### src/hw/qrt_pkg.sv
// Constants shared by the quad reload timer unit.
package qrt_pkg;
  localparam int unsigned QRT_ADDR_W = 12;
  localparam int unsigned QRT_DATA_W = 32;
  // Register byte offsets.
  localparam logic [11:0] QRT_OFF_CLK_MODE    = 12'h000;
  localparam logic [11:0] QRT_OFF_FIXED_PRE   = 12'h004;
  localparam logic [11:0] QRT_OFF_FIXED_CNT   = 12'h008;
  localparam logic [11:0] QRT_OFF_MM_PRE      = 12'h00C;
  localparam logic [11:0] QRT_OFF_MM_CNT      = 12'h010;
  localparam logic [11:0] QRT_OFF_MM_MODE     = 12'h014;
  localparam logic [11:0] QRT_OFF_WIDE_A_LOW  = 12'h018;
  localparam logic [11:0] QRT_OFF_WIDE_A_HIGH = 12'h01C;
  localparam logic [11:0] QRT_OFF_WIDE_B_LOW  = 12'h020;
  localparam logic [11:0] QRT_OFF_WIDE_B_HIGH = 12'h024;
  localparam logic [11:0] QRT_OFF_SRC_SEL     = 12'h028;
  localparam logic [11:0] QRT_OFF_WIDE_CTRL   = 12'h02C;
  localparam logic [11:0] QRT_OFF_REQ_FLAGS   = 12'h030;
  // Clock mode field: bits 7 and 6 choose the divider source.
  localparam int unsigned QRT_CLK_DIV_LSB  = 6;
  localparam logic [1:0]  QRT_CLK_DIV_RING = 2'h2;
  // Multimode control fields.
  localparam int unsigned QRT_MM_MODE_LSB = 0;
  localparam int unsigned QRT_MM_POL_BIT  = 2;
  localparam int unsigned QRT_MM_STOP_BIT = 3;
  localparam int unsigned QRT_MM_INV_BIT  = 4;
  localparam int unsigned QRT_MM_SRC_LSB  = 5;
  // Count source select fields, three bits per wide counter.
  localparam int unsigned QRT_SRC_A_LSB = 0;
  localparam int unsigned QRT_SRC_B_LSB = 3;
  localparam logic [2:0]  QRT_SRC_ALT   = 3'h6;
  // Request flag positions.
  localparam int unsigned QRT_REQ_FIXED = 0;
  localparam int unsigned QRT_REQ_MM    = 1;
  localparam int unsigned QRT_REQ_WA    = 2;
  localparam int unsigned QRT_REQ_WB    = 3;
  localparam int unsigned QRT_REQ_EVT   = 4;
  localparam int unsigned QRT_REQ_W     = 5;
  // Reset values.
  localparam logic [7:0]  QRT_RST_BYTE = 8'h00;
  localparam logic [15:0] QRT_RST_WORD = 16'h0000;
  localparam logic [31:0] QRT_RST_DATA = 32'h0000_0000;
  // Divider taps: source divided by 2, 16, 32, 64, 128, 256.
  localparam int unsigned QRT_DIV_TAPS = 6;
  typedef enum logic [1:0] {
    QRT_MODE_TIMER = 2'b00,
    QRT_MODE_PULSE = 2'b01,
    QRT_MODE_EVENT = 2'b10,
    QRT_MODE_WIDTH = 2'b11
  } qrt_mode_t;
endpackage

### src/hw/qrt_top.sv
// Quad reload timer unit with an APB register slave.
`timescale 1ns/1ps
// Functional notes
// - Each stage divides its count pulses by reload value plus one.
// - Counters count down; the pulse after zero underflows and reloads.
// - Every timer underflow sets that timer's request flag.
// - Divider takes the ring oscillator for selection 10, else the main one.
// - Fixed prescaler is 8 bits on source over sixteen; fixed timer 8 bits.
// - Writing an 8-bit prescaler or timer loads latch and counter together.
// - Reading an 8-bit prescaler or timer returns the live count.
// - The fixed timer always runs as a timer and cannot be stopped.
// - Each 8-bit timer counts its prescaler's underflows.
// - Multimode prescaler counts the source chosen by its select field, or pin edges in event mode.
// - Multimode timer offers timer, pulse, event and width modes.
// - Pulse mode toggles the event pin per underflow, start set by polarity.
// - Inverted output enable drives the complement on the secondary pin.
// - Event mode counts event pin edges of the chosen polarity.
// - Width mode counts the source only while the pin is at its level.
// - Stop bit halts the multimode counting in every mode.
// - Event request sets on falling edge for polarity 0, rising for 1.
// - Wide counters take a divider tap, or else the ring for A and the first underflow for B.
// - Wide counters underflow after zero, reload and set their flag.
// - Per-counter write control picks latch only or latch and counter.
module qrt_top
(
  // Clock and reset.
  input  wire logic                           clock,
  input  wire logic                           sys_rst,
  // APB slave.
  input  wire logic                           psel,
  input  wire logic                           penable,
  input  wire logic                           pwrite,
  input  wire logic [qrt_pkg::QRT_ADDR_W-1:0] paddr,
  input  wire logic [qrt_pkg::QRT_DATA_W-1:0] pwdata,
  output logic      [qrt_pkg::QRT_DATA_W-1:0] prdata,
  output logic                                pready,
  output logic                                pslverr,
  // Oscillator inputs.
  input  wire logic                           main_osc_input,
  input  wire logic                           ring_osc_input,
  // Event pin, split into its three signals, and the secondary pin.
  input  wire logic                           event_pin_in,
  output logic                                event_pin_out,
  output logic                                event_pin_oe_n,
  output logic                                inverted_pulse_pin,
  // Request flags.
  output logic [qrt_pkg::QRT_REQ_W-1:0]       req_flags
);
  import qrt_pkg::*;

  // Synchronisers: stage one, stage two, then a history stage for edges.
  logic [2:0] main_sync_reg;
  logic [2:0] ring_sync_reg;
  logic [2:0] evt_sync_reg;

  always_ff @(posedge clock)
  begin
    if (sys_rst)
    begin
      main_sync_reg <= 3'h0;
      ring_sync_reg <= 3'h0;
      evt_sync_reg  <= 3'h0;
    end
    else
    begin
      main_sync_reg <= {main_sync_reg[1:0], main_osc_input};
      ring_sync_reg <= {ring_sync_reg[1:0], ring_osc_input};
      evt_sync_reg  <= {evt_sync_reg[1:0], event_pin_in};
    end
  end

  wire main_rise = main_sync_reg[1] & ~main_sync_reg[2];
  wire ring_rise = ring_sync_reg[1] & ~ring_sync_reg[2];
  wire evt_level = evt_sync_reg[1];
  wire evt_rise  = evt_sync_reg[1] & ~evt_sync_reg[2];
  wire evt_fall  = ~evt_sync_reg[1] & evt_sync_reg[2];

  // APB handshake: one wait state, answer on the second access cycle.
  // Side effects land only at the access edge where pready is high.
  logic                  pready_reg;
  logic                  pslverr_reg;
  logic [QRT_DATA_W-1:0] prdata_reg;

  wire acc_first = psel & penable & ~pready_reg;
  wire acc_done  = psel & penable & pready_reg;
  wire wr_acc    = acc_done & pwrite;
  wire rd_acc    = acc_done & ~pwrite;
  wire [7:0] wbyte = pwdata[7:0];

  wire hit_clk   = paddr == QRT_OFF_CLK_MODE;
  wire hit_fpre  = paddr == QRT_OFF_FIXED_PRE;
  wire hit_fcnt  = paddr == QRT_OFF_FIXED_CNT;
  wire hit_mpre  = paddr == QRT_OFF_MM_PRE;
  wire hit_mcnt  = paddr == QRT_OFF_MM_CNT;
  wire hit_mode  = paddr == QRT_OFF_MM_MODE;
  wire hit_al    = paddr == QRT_OFF_WIDE_A_LOW;
  wire hit_ah    = paddr == QRT_OFF_WIDE_A_HIGH;
  wire hit_bl    = paddr == QRT_OFF_WIDE_B_LOW;
  wire hit_bh    = paddr == QRT_OFF_WIDE_B_HIGH;
  wire hit_src   = paddr == QRT_OFF_SRC_SEL;
  wire hit_wctl  = paddr == QRT_OFF_WIDE_CTRL;
  wire hit_flags = paddr == QRT_OFF_REQ_FLAGS;
  wire hit_any   = hit_clk | hit_fpre | hit_fcnt | hit_mpre | hit_mcnt
                 | hit_mode | hit_al | hit_ah | hit_bl | hit_bh
                 | hit_src | hit_wctl | hit_flags;

  // Control registers.
  logic [7:0] clk_mode_reg;
  logic [7:0] mm_mode_reg;
  logic [5:0] src_sel_reg;
  logic [1:0] wide_ctrl_reg;

  always_ff @(posedge clock)
  begin
    if (sys_rst)
    begin
      clk_mode_reg  <= QRT_RST_BYTE;
      mm_mode_reg   <= QRT_RST_BYTE;
      src_sel_reg   <= 6'h00;
      wide_ctrl_reg <= 2'h0;
    end
    else if (wr_acc)
    begin
      if (hit_clk)
        clk_mode_reg <= wbyte;
      if (hit_mode)
        mm_mode_reg <= {1'b0, wbyte[6:0]};
      if (hit_src)
        src_sel_reg <= wbyte[5:0];
      if (hit_wctl)
        wide_ctrl_reg <= wbyte[1:0];
    end
  end

  wire [1:0] clk_div_sel = clk_mode_reg[QRT_CLK_DIV_LSB +: 2];
  wire [1:0] mm_mode     = mm_mode_reg[QRT_MM_MODE_LSB +: 2];
  wire       mm_pol      = mm_mode_reg[QRT_MM_POL_BIT];
  wire       mm_stop     = mm_mode_reg[QRT_MM_STOP_BIT];
  wire       mm_inv_en   = mm_mode_reg[QRT_MM_INV_BIT];
  wire [1:0] mm_src      = mm_mode_reg[QRT_MM_SRC_LSB +: 2];

  // Frequency divider shared by all count sources except the direct ring and A underflow selections.
  // Tap k above 0 fires on a source tick while the low k+3 count bits are all one; tap 0 uses bit 0 alone.
  wire src_tick = (clk_div_sel == QRT_CLK_DIV_RING) ? ring_rise
                                                    : main_rise;
  logic [7:0] div_cnt_reg;

  always_ff @(posedge clock)
  begin
    if (sys_rst)
      div_cnt_reg <= QRT_RST_BYTE;
    else if (src_tick)
      div_cnt_reg <= div_cnt_reg + 8'h01;
  end

  wire [QRT_DIV_TAPS-1:0] div_tick = {&div_cnt_reg[7:0],
    &div_cnt_reg[6:0], &div_cnt_reg[5:0], &div_cnt_reg[4:0],
    &div_cnt_reg[3:0], div_cnt_reg[0]} & {QRT_DIV_TAPS{src_tick}};

  // Multimode prescaler source by select field.
  logic mm_src_tick;
  always_comb
  begin
    case (mm_src)
      2'b00:   mm_src_tick = div_tick[0];
      2'b01:   mm_src_tick = div_tick[1];
      2'b10:   mm_src_tick = div_tick[2];
      default: mm_src_tick = ring_rise;
    endcase
  end

  // Event mode counts pin edges; width mode gates the source by pin level.
  logic mm_in_tick;
  always_comb
  begin
    case (mm_mode)
      QRT_MODE_EVENT: mm_in_tick = mm_pol ? evt_fall : evt_rise;
      QRT_MODE_WIDTH: mm_in_tick = mm_src_tick
                                 & (evt_level == ~mm_pol);
      QRT_MODE_TIMER: mm_in_tick = mm_src_tick;
      QRT_MODE_PULSE: mm_in_tick = mm_src_tick;
      default:        mm_in_tick = 1'b0;
    endcase
  end

  // Four 8-bit reload stages: fixed pre, fixed timer, mm pre, mm timer.
  logic [7:0] cnt8_reg [4];
  logic [7:0] lat8_reg [4];
  wire  [3:0] en8;
  wire  [3:0] wr8;
  wire  [3:0] uf8;

  assign en8[0] = div_tick[1];
  assign en8[1] = uf8[0];
  assign en8[2] = mm_in_tick & ~mm_stop;
  assign en8[3] = uf8[2];
  assign wr8    = {hit_mcnt, hit_mpre, hit_fcnt, hit_fpre} & {4{wr_acc}};

  // A software write wins over a same-cycle count pulse, so no underflow.
  genvar gi;
  generate
    for (gi = 0; gi < 4; gi = gi + 1)
    begin : g_stage8
      assign uf8[gi] = en8[gi] & ~wr8[gi] & (cnt8_reg[gi] == 8'h00);
      always_ff @(posedge clock)
      begin
        if (sys_rst)
        begin
          cnt8_reg[gi] <= QRT_RST_BYTE;
          lat8_reg[gi] <= QRT_RST_BYTE;
        end
        else if (wr8[gi])
        begin
          cnt8_reg[gi] <= wbyte;
          lat8_reg[gi] <= wbyte;
        end
        else if (uf8[gi])
          cnt8_reg[gi] <= lat8_reg[gi];
        else if (en8[gi])
          cnt8_reg[gi] <= cnt8_reg[gi] - 8'h01;
      end
    end
  endgenerate

  // Two 16-bit reload counters with paired byte access.
  // A low write is held until the high write commits all 16 bits.
  logic [15:0] cnt16_reg [2];
  logic [15:0] lat16_reg [2];
  logic [7:0]  low_hold_reg [2];
  logic [7:0]  low_snap_reg [2];
  wire  [1:0]  en16;
  wire  [1:0]  uf16;
  wire  [1:0]  wr_low  = {hit_bl, hit_al} & {2{wr_acc}};
  wire  [1:0]  wr_high = {hit_bh, hit_ah} & {2{wr_acc}};
  wire  [1:0]  rd_high = {hit_bh, hit_ah} & {2{rd_acc}};
  wire  [2:0]  sel_a   = src_sel_reg[QRT_SRC_A_LSB +: 3];
  wire  [2:0]  sel_b   = src_sel_reg[QRT_SRC_B_LSB +: 3];

  assign en16[0] = (sel_a >= QRT_SRC_ALT) ? ring_rise
                                          : div_tick[sel_a];
  assign en16[1] = (sel_b >= QRT_SRC_ALT) ? uf16[0]
                                          : div_tick[sel_b];

  generate
    for (gi = 0; gi < 2; gi = gi + 1)
    begin : g_wide
      wire commit_cnt = wr_high[gi] & ~wide_ctrl_reg[gi];
      assign uf16[gi] = en16[gi] & ~commit_cnt
                      & (cnt16_reg[gi] == QRT_RST_WORD);
      always_ff @(posedge clock)
      begin
        if (sys_rst)
        begin
          cnt16_reg[gi]    <= QRT_RST_WORD;
          lat16_reg[gi]    <= QRT_RST_WORD;
          low_hold_reg[gi] <= QRT_RST_BYTE;
          low_snap_reg[gi] <= QRT_RST_BYTE;
        end
        else
        begin
          if (wr_low[gi])
            low_hold_reg[gi] <= wbyte;
          if (wr_high[gi])
            lat16_reg[gi] <= {wbyte, low_hold_reg[gi]};
          if (rd_high[gi])
            low_snap_reg[gi] <= cnt16_reg[gi][7:0];
          if (commit_cnt)
            cnt16_reg[gi] <= {wbyte, low_hold_reg[gi]};
          else if (uf16[gi])
            cnt16_reg[gi] <= lat16_reg[gi];
          else if (en16[gi])
            cnt16_reg[gi] <= cnt16_reg[gi] - 16'h0001;
        end
      end
    end
  endgenerate

  // Pulse output and event pin drive.
  // A control write restarts the pulse level from the polarity bit.
  logic pulse_reg;
  logic oe_n_reg;
  logic inv_reg;
  wire  mode_wr = wr_acc & hit_mode;
  wire  new_pol = wbyte[QRT_MM_POL_BIT];
  wire  pulse_next = mode_wr ? ~new_pol
                   : ((mm_mode == QRT_MODE_PULSE) & uf8[3]) ? ~pulse_reg
                   : pulse_reg;

  always_ff @(posedge clock)
  begin
    if (sys_rst)
    begin
      pulse_reg <= 1'b1;
      oe_n_reg  <= 1'b1;
      inv_reg   <= 1'b0;
    end
    else
    begin
      pulse_reg <= pulse_next;
      oe_n_reg  <= mm_mode != QRT_MODE_PULSE;
      inv_reg   <= mm_inv_en & ~pulse_next;
    end
  end

  // Request flags: set wins over a same-cycle clear by write of one.
  logic [QRT_REQ_W-1:0] flags_reg;
  wire  [QRT_REQ_W-1:0] flag_set;
  wire  [QRT_REQ_W-1:0] flag_clr = (wr_acc & hit_flags)
                                 ? wbyte[QRT_REQ_W-1:0] : 5'h00;

  assign flag_set[QRT_REQ_FIXED] = uf8[1];
  assign flag_set[QRT_REQ_MM]    = uf8[3];
  assign flag_set[QRT_REQ_WA]    = uf16[0];
  assign flag_set[QRT_REQ_WB]    = uf16[1];
  assign flag_set[QRT_REQ_EVT]   = mm_pol ? evt_rise : evt_fall;

  always_ff @(posedge clock)
  begin
    if (sys_rst)
      flags_reg <= 5'h00;
    else
      flags_reg <= (flags_reg & ~flag_clr) | flag_set;
  end

  // Read data selection.
  wire [7:0] rd_byte =
      hit_clk   ? clk_mode_reg
    : hit_fpre  ? cnt8_reg[0]
    : hit_fcnt  ? cnt8_reg[1]
    : hit_mpre  ? cnt8_reg[2]
    : hit_mcnt  ? cnt8_reg[3]
    : hit_mode  ? mm_mode_reg
    : hit_ah    ? cnt16_reg[0][15:8]
    : hit_al    ? low_snap_reg[0]
    : hit_bh    ? cnt16_reg[1][15:8]
    : hit_bl    ? low_snap_reg[1]
    : hit_src   ? {2'b00, src_sel_reg}
    : hit_wctl  ? {6'h00, wide_ctrl_reg}
    : hit_flags ? {3'b000, flags_reg}
    : QRT_RST_BYTE;

  always_ff @(posedge clock)
  begin
    if (sys_rst)
    begin
      pready_reg  <= 1'b0;
      pslverr_reg <= 1'b0;
      prdata_reg  <= QRT_RST_DATA;
    end
    else
    begin
      pready_reg  <= acc_first;
      pslverr_reg <= acc_first & ~hit_any;
      if (acc_first & ~pwrite)
        prdata_reg <= {24'h00_0000, rd_byte};
    end
  end

  assign prdata             = prdata_reg;
  assign pready             = pready_reg;
  assign pslverr            = pslverr_reg;
  assign event_pin_out      = pulse_reg;
  assign event_pin_oe_n     = oe_n_reg;
  assign inverted_pulse_pin = inv_reg;
  assign req_flags          = flags_reg;
endmodule

### config.mk
export PLATFORM = sky130hd
export DESIGN_NAME = qrt_top
export DESIGN_NICKNAME = d
export VERILOG_FILES = /design/src/hw/qrt_pkg.sv /design/src/hw/qrt_top.sv
export SDC_FILE = /design/constraint.sdc
export NUM_CORES = 1
export LEC_CHECK = 0
export ABC_AREA = 1
export BUFFER_PORTS_ARGS = -buffer_cell sky130_fd_sc_hd__buf_2
export CORE_ASPECT_RATIO = 1.25
export CORE_MARGIN = 3
export CORE_UTILIZATION = 35
export CTS_BUF_LIST = sky130_fd_sc_hd__clkbuf_16
export CTS_CLUSTER_SIZE = 20
export DETAILED_ROUTE_END_ITERATION = 7
export PLACE_DENSITY_LB_ADDON = 0.08
export SLEW_MARGIN = 20
export SYNTH_ARGS = -nofsm -noshare
export SYNTH_HDL_FRONTEND = slang
export SYNTH_SLANG_ARGS = --single-unit
### constraint.sdc
create_clock -name clock -period 3.1 [get_ports clock]
set_clock_uncertainty 0.1 [all_clocks]
set_input_delay 0.62 -clock clock [delete_from_list [all_inputs] [get_ports clock]]
set_output_delay 0.62 -clock clock [all_outputs]
set_load 0.01 [all_outputs]
Word level (Yosys, flattened, before mapping)
Memories as Yosys holds them, arrays and structs flattened.
Index checks and enable logic that the tools add are counted.
- $lt $le $gt $ge: 4
- multiplexer cells: 145
- equality and inequality tests: 20
- reductions and logical operators: 19
- $add $sub $neg: 7
- bitwise operators: 99
- operators with widths (cell ; count):
    $mux W8 ; 30
    $mux W16 ; 8
    $mux W1 ; 99
    $eq A12 B6 Y1 const B ; 5
    $eq A12 B5 Y1 const B ; 4
    $or A1 B1 Y1 ; 40
    $logic_not A16 Y1 ; 2
    $logic_not A8 Y1 ; 4
    $sub A16 B1 Y16 const B ; 2
    $sub A8 B1 Y8 const B ; 4
    $and A1 B1 Y1 ; 31
    $eq A12 B4 Y1 const B ; 2
    $not A1 Y1 ; 20
    $mux W5 ; 3
    $eq A12 B3 Y1 const B ; 1
    $logic_not A12 Y1 ; 1
    $add A8 B1 Y8 const B ; 1
    $eq A2 B2 Y1 const B ; 4
    $lt A3 B4 Y1 const B ; 2
    $reduce_and A2 Y1 ; 4
    $reduce_and A8 Y1 ; 1
    $reduce_and A7 Y1 ; 1
    $and A2 B2 Y2 ; 3
    $and A6 B6 Y6 ; 1
    other kinds (16) ; 21
- output and inout bits: 42
- memory bits (writable): 160
- memories kept: 6
- bits in registers: 58
- memories (name ; words ; bits a word ; read ports ; clocked after Yosys merged registers in ; write ports ; RTL line ; RTL):
    cnt16_reg ; 2 ; 16 ; 2 ; 0 ; 2 ; qrt_top.sv:227 ; logic [15:0] cnt16_reg [2];
    cnt8_reg ; 4 ; 8 ; 4 ; 0 ; 4 ; qrt_top.sv:187 ; logic [7:0] cnt8_reg [4];
    lat16_reg ; 2 ; 16 ; 2 ; 0 ; 2 ; qrt_top.sv:228 ; logic [15:0] lat16_reg [2];
    lat8_reg ; 4 ; 8 ; 4 ; 0 ; 4 ; qrt_top.sv:188 ; logic [7:0] lat8_reg [4];
    low_hold_reg ; 2 ; 8 ; 2 ; 0 ; 2 ; qrt_top.sv:229 ; logic [7:0] low_hold_reg [2];
    low_snap_reg ; 2 ; 8 ; 2 ; 0 ; 2 ; qrt_top.sv:230 ; logic [7:0] low_snap_reg [2];

Logic depth before layout (Yosys ltp)
Gate-level depths: netlist (run 1).
- word-level depth: 18
- depth in mapped cells: 17
- mapped depth without buffers: 17

Worst setup path after synthesis (run 1)
OpenSTA, ideal clock, no wires.
- path type: input-to-reg
- start: input psel
- end: memory lat16_reg[1][0] (enable)
- path buffers: 1
- setup time: 0.411 ns
- data required time: 2.589 ns
- setup slack: 0.043 ns
- data arrival time: 2.546 ns
- stages: 5
- cell sequence: nand3_1 -> nor2_2 -> buf_2 -> inv_1 -> o21ai_0
- RTL lines (item ; RTL line ; RTL):
    from (decl) ; qrt_top.sv:30 ; input wire logic psel,
    to (decl) ; qrt_top.sv:228 ;

==> results.txt, run 1 <==
longest individual stage delay on the worst path - 0.49 ns
Clock H-tree levels - 1
maximum VDD drop - 0.000316 V
Worst path slowest cell - edfxtp_1
sequential fraction of the synthesis area - 0.501
DR DRC count - 0
layout cells sized above 1 - 0.147
overall overflow remaining after global route - 0
top-count cell post-synth - nand2_1
source of the worst hold timing path - event_pin_in
via count normalized by instance count - 5.06
Final Hold Fails - 0
average wire per standard cell - 19.6 µm
register bit total from synthesis - 218
setup fix buffers added after clock tree synthesis - 0
Min Clock Period, post-route - 2.71 ns
kind of critical path - reg2reg
cell leakage power - 5.54 nW
library cell occupying the most area in the post-synthesis netlist - edfxtp_1
PortBufs - 45
antenna violations before repair - 0
count of flip-flops with a built-in enable after synthesis - 160
logic depth of the worst register-to-register path - 12
Tightest Pin Transition - 0.750 ns
netlist area before placement - 11900 µm²
RSZ-0062 raised after global routing - false
clk sink count - 218
met2 routed wirelength - 19000 µm
violation count after the first detailed-route iteration - 781
WL met1 - 15600 µm
final weighted congestion of routability-driven global placement - 0.922
Worst Setup SP - cnt8_reg[3][0]
max-slew violation total from the final report - 0
post-detailed-routing wire length - 37600 µm
buffer type at the clock tree root - clkbuf_16
total number of cells along the worst setup path - 12
Setup crit start kind - flip-flop
outcome - complete, no violations
portion of the clock cycle consumed by the worst path in the final layout - 0.874
largest net degree at the start of global routing - 42
core footprint - 33100 µm²
worst-path fanout max - 8
half-perimeter wire length of the detailed placement result - 28300 µm
starting density of the core - 0.359
via count of the first global-routing pass - 9618
most frequently used flop master after synthesis - edfxtp_1
distinct cell type count after synthesis - 52
wire length of the first global-routing pass - 57300 µm
worst hold margin - 0.181 ns
Critical Path End Type - flip-flop
data arrival time of the critical path - 3.03 ns
worst flop-to-flop path startpoint - cnt8_reg[3][0]
die height - 212 µm
count of cells along the worst hold path - 3
placement row count - 74
ant diodes - 0
aggregate global-route resource usage - 0.209
detailed route wirelength on metal3 - 1680 µm
gate family responsible for the most delay along the worst path - simple AND/OR/NAND/NOR gates
number of standard cells after synthesis - 1402
cells traversed along the worst timing path - inv_1 > ha_1 > inv_1 > nor4_1 > nand2_1 > nor3_1 > nand2_1 > nor3_4 > nand2_1 > nand3b_1 > o31ai_1 > inv_1
Num CTS Buffers - 25
highest clock rate - 369 MHz
fin nets - 1543
asr flop ratio synth - 0
top layer in use - met4
post-CTS clock slew at the launch and capture registers of the worst setup and hold paths - 0.06 ns
CTS Buffer Depth - 3
reported max-cap violation count - 0
Die Width - 171 µm
Rel. slew slack - 0.500
CP required - 3.42 ns
die area - 36300 µm²
antenna-violating nets left - 0
worst hold-check path type - in2reg
clock latency on the worst-skew pair - 0.55 ns
hold-fix buffers at CTS - 0
TritonCTS clock tree - built
sum of negative setup slack - 0 ns
number of detailed-routing iterations run before antenna repair - 8
post-CTS sizing - 0
cell area power density - 480 nW/µm²
most frequent cells after synthesis - nand2_1 (234), nor2_1 (210), inv_1 (181)
critical path buffer and inverter count - 3
top post-synthesis cells by area - edfxtp_1 (40%), dfxtp_1 (9.8%), nand2_1 (7.4%)
synthesized area per cell - 8.49 µm²
Synth warnings - 0
final setup fails - 0
IO Pins - 94
synthesis-to-finish area growth - 13.3%
share of the synthesized area in the top cell type - 0.404
count of vias placed by the detailed router - 9719
[final timing paths]
check	endpoint	slack, ns
setup / recovery	cnt8_reg[3][4]	0.39
hold / removal	evt_sync_reg[0]	0.18
setup reg to reg	cnt8_reg[3][4]	0.39
hold reg to reg	ring_sync_reg[1]	0.31
[cell families after synthesis]
group / after synthesis / share of synthesized area
adder cells (fa/ha/maj): 8 / 0.00841
AND/OR/NAND/NOR: 632 / 0.249
XOR/XNOR: 35 / 0.0258
flip-flops: 218 / 0.501
buffers and inverters: 261 / 0.0946
other: 1 / 0.000315
AO/OA/AOI/OAI: 247 / 0.120
[metrics by stage]
| stage | instance area (µm²) | power (mW) | setup WS, ns | std cells | util |
|---|---|---|---|---|---|
| 2_1_floorplan | 12000 | 3.54 | 0.0431 | 1425 | - |
| 3_3_place_gp | 12700 | 3.70 | 0.285 | 1874 | 0.384 |
| 3_5_place_dp | 12700 | 3.70 | 0.219 | 1874 | 0.384 |
| 4_1_cts | 13500 | 6.55 | 0.392 | 1919 | 0.407 |
| 5_1_grt | 13500 | 6.70 | 0.126 | 1919 | 0.407 |
| 6_report | 13500 | 6.46 | 0.391 | 1919 | 0.407 |
[final cells by class]
class                   count  area (µm²)
clock buffers              26         651
clock inverters            19         113
fillers                  3437       19700
inverters                 204         771
multi-input cells         946        4890
flip-flops and latches    218        5970
well taps                 418         523
repair buffers             88         561
[worst register-to-register path, cell delays in order, from the launching register on]
cell,delay [ns]
edfxtp_1,0.49
inv_1,0.17
ha_1,0.19
inv_1,0.05
nor4_1,0.36
nand2_1,0.17
nor3_1,0.21
nand2_1,0.17
nor3_4,0.37
nand2_1,0.09
nand3b_1,0.09
o31ai_1,0.07
inv_1,0.06
[power breakdown]
part           internal (mW)  switching (mW)  leakage, nW
clock network           1.60            1.23        0.404
logic                 0.0979           0.284         3.01
registers               3.20          0.0541         2.13
[placed cells by master, fill, tap and decap left out, drive strengths merged, types with 7 or more instances in the layout]
cell type  Yosys  final
a21oi         74     74
a31oi          7      7
buf           39     88
clkbuf        18     26
clkinv         1      7
conb           1     24
dfxtp         58     58
edfxtp       160    160
ha             8      8
inv          203    214
nand2        254    254
nand3         73     73
nand4         22     22
nor2         239    239
nor3          33     33
nor4           8      8
o211ai        14     14
o21ai        105    105
o221ai        10     10
o22ai          8      8
xnor2         10     10
xor2          25     25
[per-layer routing]
layer,vias up,global-route usage
li1,4803,-
met2,239,0.370
met3,60,0.0229
met1,4617,0.263
met5,-,0
met4,0,0.0763
Power figures use the tool's default switching activity.
==> inputs of run 2 (changes only) <==
--- a/config.mk
+++ b/config.mk
@@ -9,11 +9,12 @@
 export BUFFER_PORTS_ARGS = -buffer_cell sky130_fd_sc_hd__buf_2
 export CORE_ASPECT_RATIO = 1.25
 export CORE_MARGIN = 3
-export CORE_UTILIZATION = 35
+export CORE_UTILIZATION = 45
 export CTS_BUF_LIST = sky130_fd_sc_hd__clkbuf_16
 export CTS_CLUSTER_SIZE = 20
 export DETAILED_ROUTE_END_ITERATION = 7
 export PLACE_DENSITY_LB_ADDON = 0.08
+export SKIP_CTS_REPAIR_TIMING = 1
 export SLEW_MARGIN = 20
 export SYNTH_ARGS = -nofsm -noshare
 export SYNTH_HDL_FRONTEND = slang
==> results.txt, run 2 (synthesis results as in run 1) <==
clock latency on the worst-skew pair - 0.52 ns (-0.03 ns)
fin nets - 1536 (-0.45%)
R2R Setup Slk - 0.28 ns (-0.11 ns)
cell area power density - 480 nW/µm² (about the same)
count of vias placed by the detailed router - 9748 (+0.30%)
layout cells sized above 1 - 0.143 (-0.00466)
largest net degree at the start of global routing - 47 (+12%)
aggregate global-route resource usage - 0.243 (+0.0340)
Min Clock Period, post-route - 2.82 ns (+0.110 ns)
Setup crit start kind - flip-flop
Rel. slew slack - 0.535 (+0.0356)
CTS Buffer Depth - 3 (unchanged)
Num CTS Buffers - 24 (-4.0%)
buffer type at the clock tree root - clkbuf_16
Final Hold Fails - 0 (unchanged)
CP required - 3.39 ns (-0.03 ns)
ant diodes - 0 (unchanged)
worst hold margin - 0.198 ns (+0.0170 ns)
wire length of the first global-routing pass - 53300 µm (-7.0%)
maximum VDD drop - 0.000435 V (+38%)
IO Pins - 94 (unchanged)
DR DRC count - 0 (unchanged)
data arrival time of the critical path - 3.11 ns (+0.08 ns)
Worst Slack Setup Final - 0.281 ns (-0.110 ns)
source of the worst hold timing path - ring_osc_input
top library cells by usage in the layout, fill and taps aside - nand2_1 (234), nor2_1 (210), inv_1 (183)
total design power - 6.40 mW (-0.98%)
PortBufs - 45 (unchanged)
starting density of the core - 0.464 (+0.105)
reported max-cap violation count - 0 (unchanged)
kind of critical path - reg2reg
portion of the clock cycle consumed by the worst path in the final layout - 0.909 (+0.0356)
final weighted congestion of routability-driven global placement - 0.943 (+2.2%)
die height - 188 µm (-11%)
Critical Path End Type - flip-flop
number of cells after detailed placement - 1785 (-4.7%)
die area - 28400 µm² (-22%)
worst-path fanout max - 14 (+6)
antenna violations before repair - 1 (+1)
TritonCTS clock tree - built
antenna-violating nets left - 0 (unchanged)
dpl ws - 0.234 ns (+0.0153 ns)
overall overflow remaining after global route - 0 (unchanged)
half-perimeter wire length of the detailed placement result - 25800 µm (-9.0%)
number of detailed-routing iterations run before antenna repair - 5 (-3)
post-CTS clock slew at the launch and capture registers of the worst setup and hold paths - 0.06 ns (about the same)
final setup fails - 0 (unchanged)
Tightest Pin Transition - 0.692 ns (-0.0579 ns)
worst flop-to-flop path startpoint - cnt16_reg[1][0]
clk sink count - 218 (unchanged)
RSZ-0062 raised after global routing - false
via count normalized by instance count - 5.33 (+5.2%)
average wire per standard cell - 18.8 µm (-3.7%)
worst hold-check path type - in2reg
placement row count - 65 (-12%)
sum of negative setup slack - 0 ns (unchanged)
cell leakage power - 5.50 nW (-0.71%)
post-detailed-routing wire length - 34500 µm (-8.3%)
core footprint - 25600 µm² (-23%)
post-route non-filler standard cell count - 1829 (-4.7%)
Clock H-tree levels - 1 (unchanged)
violation count after the first detailed-route iteration - 667 (-15%)
outcome - complete, no violations
Worst Setup SP - cnt16_reg[1][0]
most frequent standard cell in the layout excluding fill and tap cells - nand2_1
synthesis-to-finish area growth - 12.1%
Die Width - 151 µm (-11%)
highest clock rate - 355 MHz (-3.9%)
via count of the first global-routing pass - 9522 (-1.0%)
max-slew violation total from the final report - 0 (unchanged)
[run 2: changes by cell type in the layout (fill, tap and decap cells not counted)]
cell	delta
inv_2	-4
inv_1	-2
clkinv_1	+3
buf_4	-7
buf_12	+1
clkinv_2	+2
inv_6	-1
clkinv_4	+2
inv_4	-1
[run 2: per-stage QoR]
step / area [µm²] / utilization
CTS: 13300 / 0.521
global placement: 12600 / 0.491
finish: 13300 / 0.521
global route: 13300 / 0.521
detailed placement: 12600 / 0.491
floorplan: 12000 / -
[run 2: path summary, 6_finish.rpt]
check | depth (start not counted) | to
setup / recovery | 14 | cnt16_reg[1][12]
hold reg to reg | 2 | ring_sync_reg[1]
setup reg to reg | 14 | cnt16_reg[1][12]
hold / removal | 3 | ring_sync_reg[0]
[run 2: cell type report]
class / instances / area, µm²
fillers: 2510 / 12300
well taps: 335 / 419
repair buffers: 82 / 528
flip-flops and latches: 218 / 5970
clock inverters: 18 / 114
clock buffers: 26 / 651
multi-input cells: 946 / 4890
inverters: 204 / 771
[run 2: power breakdown]
group / switching [mW] / total [mW] / internal (mW)
combinational: 0.282 / 0.379 / 0.0966
sequential: 0.0518 / 3.25 / 3.20
clock: 1.18 / 2.77 / 1.59
[run 2: layer usage]
metal  part of all wire  wire length (µm)  track usage
met5                  0                 0            0
met4              0.028               973       0.0649
met3              0.058              2010       0.0321
met2               0.50             17100        0.422
met1               0.42             14400        0.317
[run 2: critical path: stages, from the launching register on]
cell      delay [ns]
edfxtp_1        0.35
inv_1           0.14
ha_1            0.21
nand2_1         0.08
nor2_2          0.15
nand2_1         0.13
nor2_2          0.12
nand4_1         0.16
nor2_2          0.18
nand3_2         0.22
inv_2           0.18
nand4_4         0.24
o21ai_0         0.26
nor2_1          0.07
nor2_1          0.08
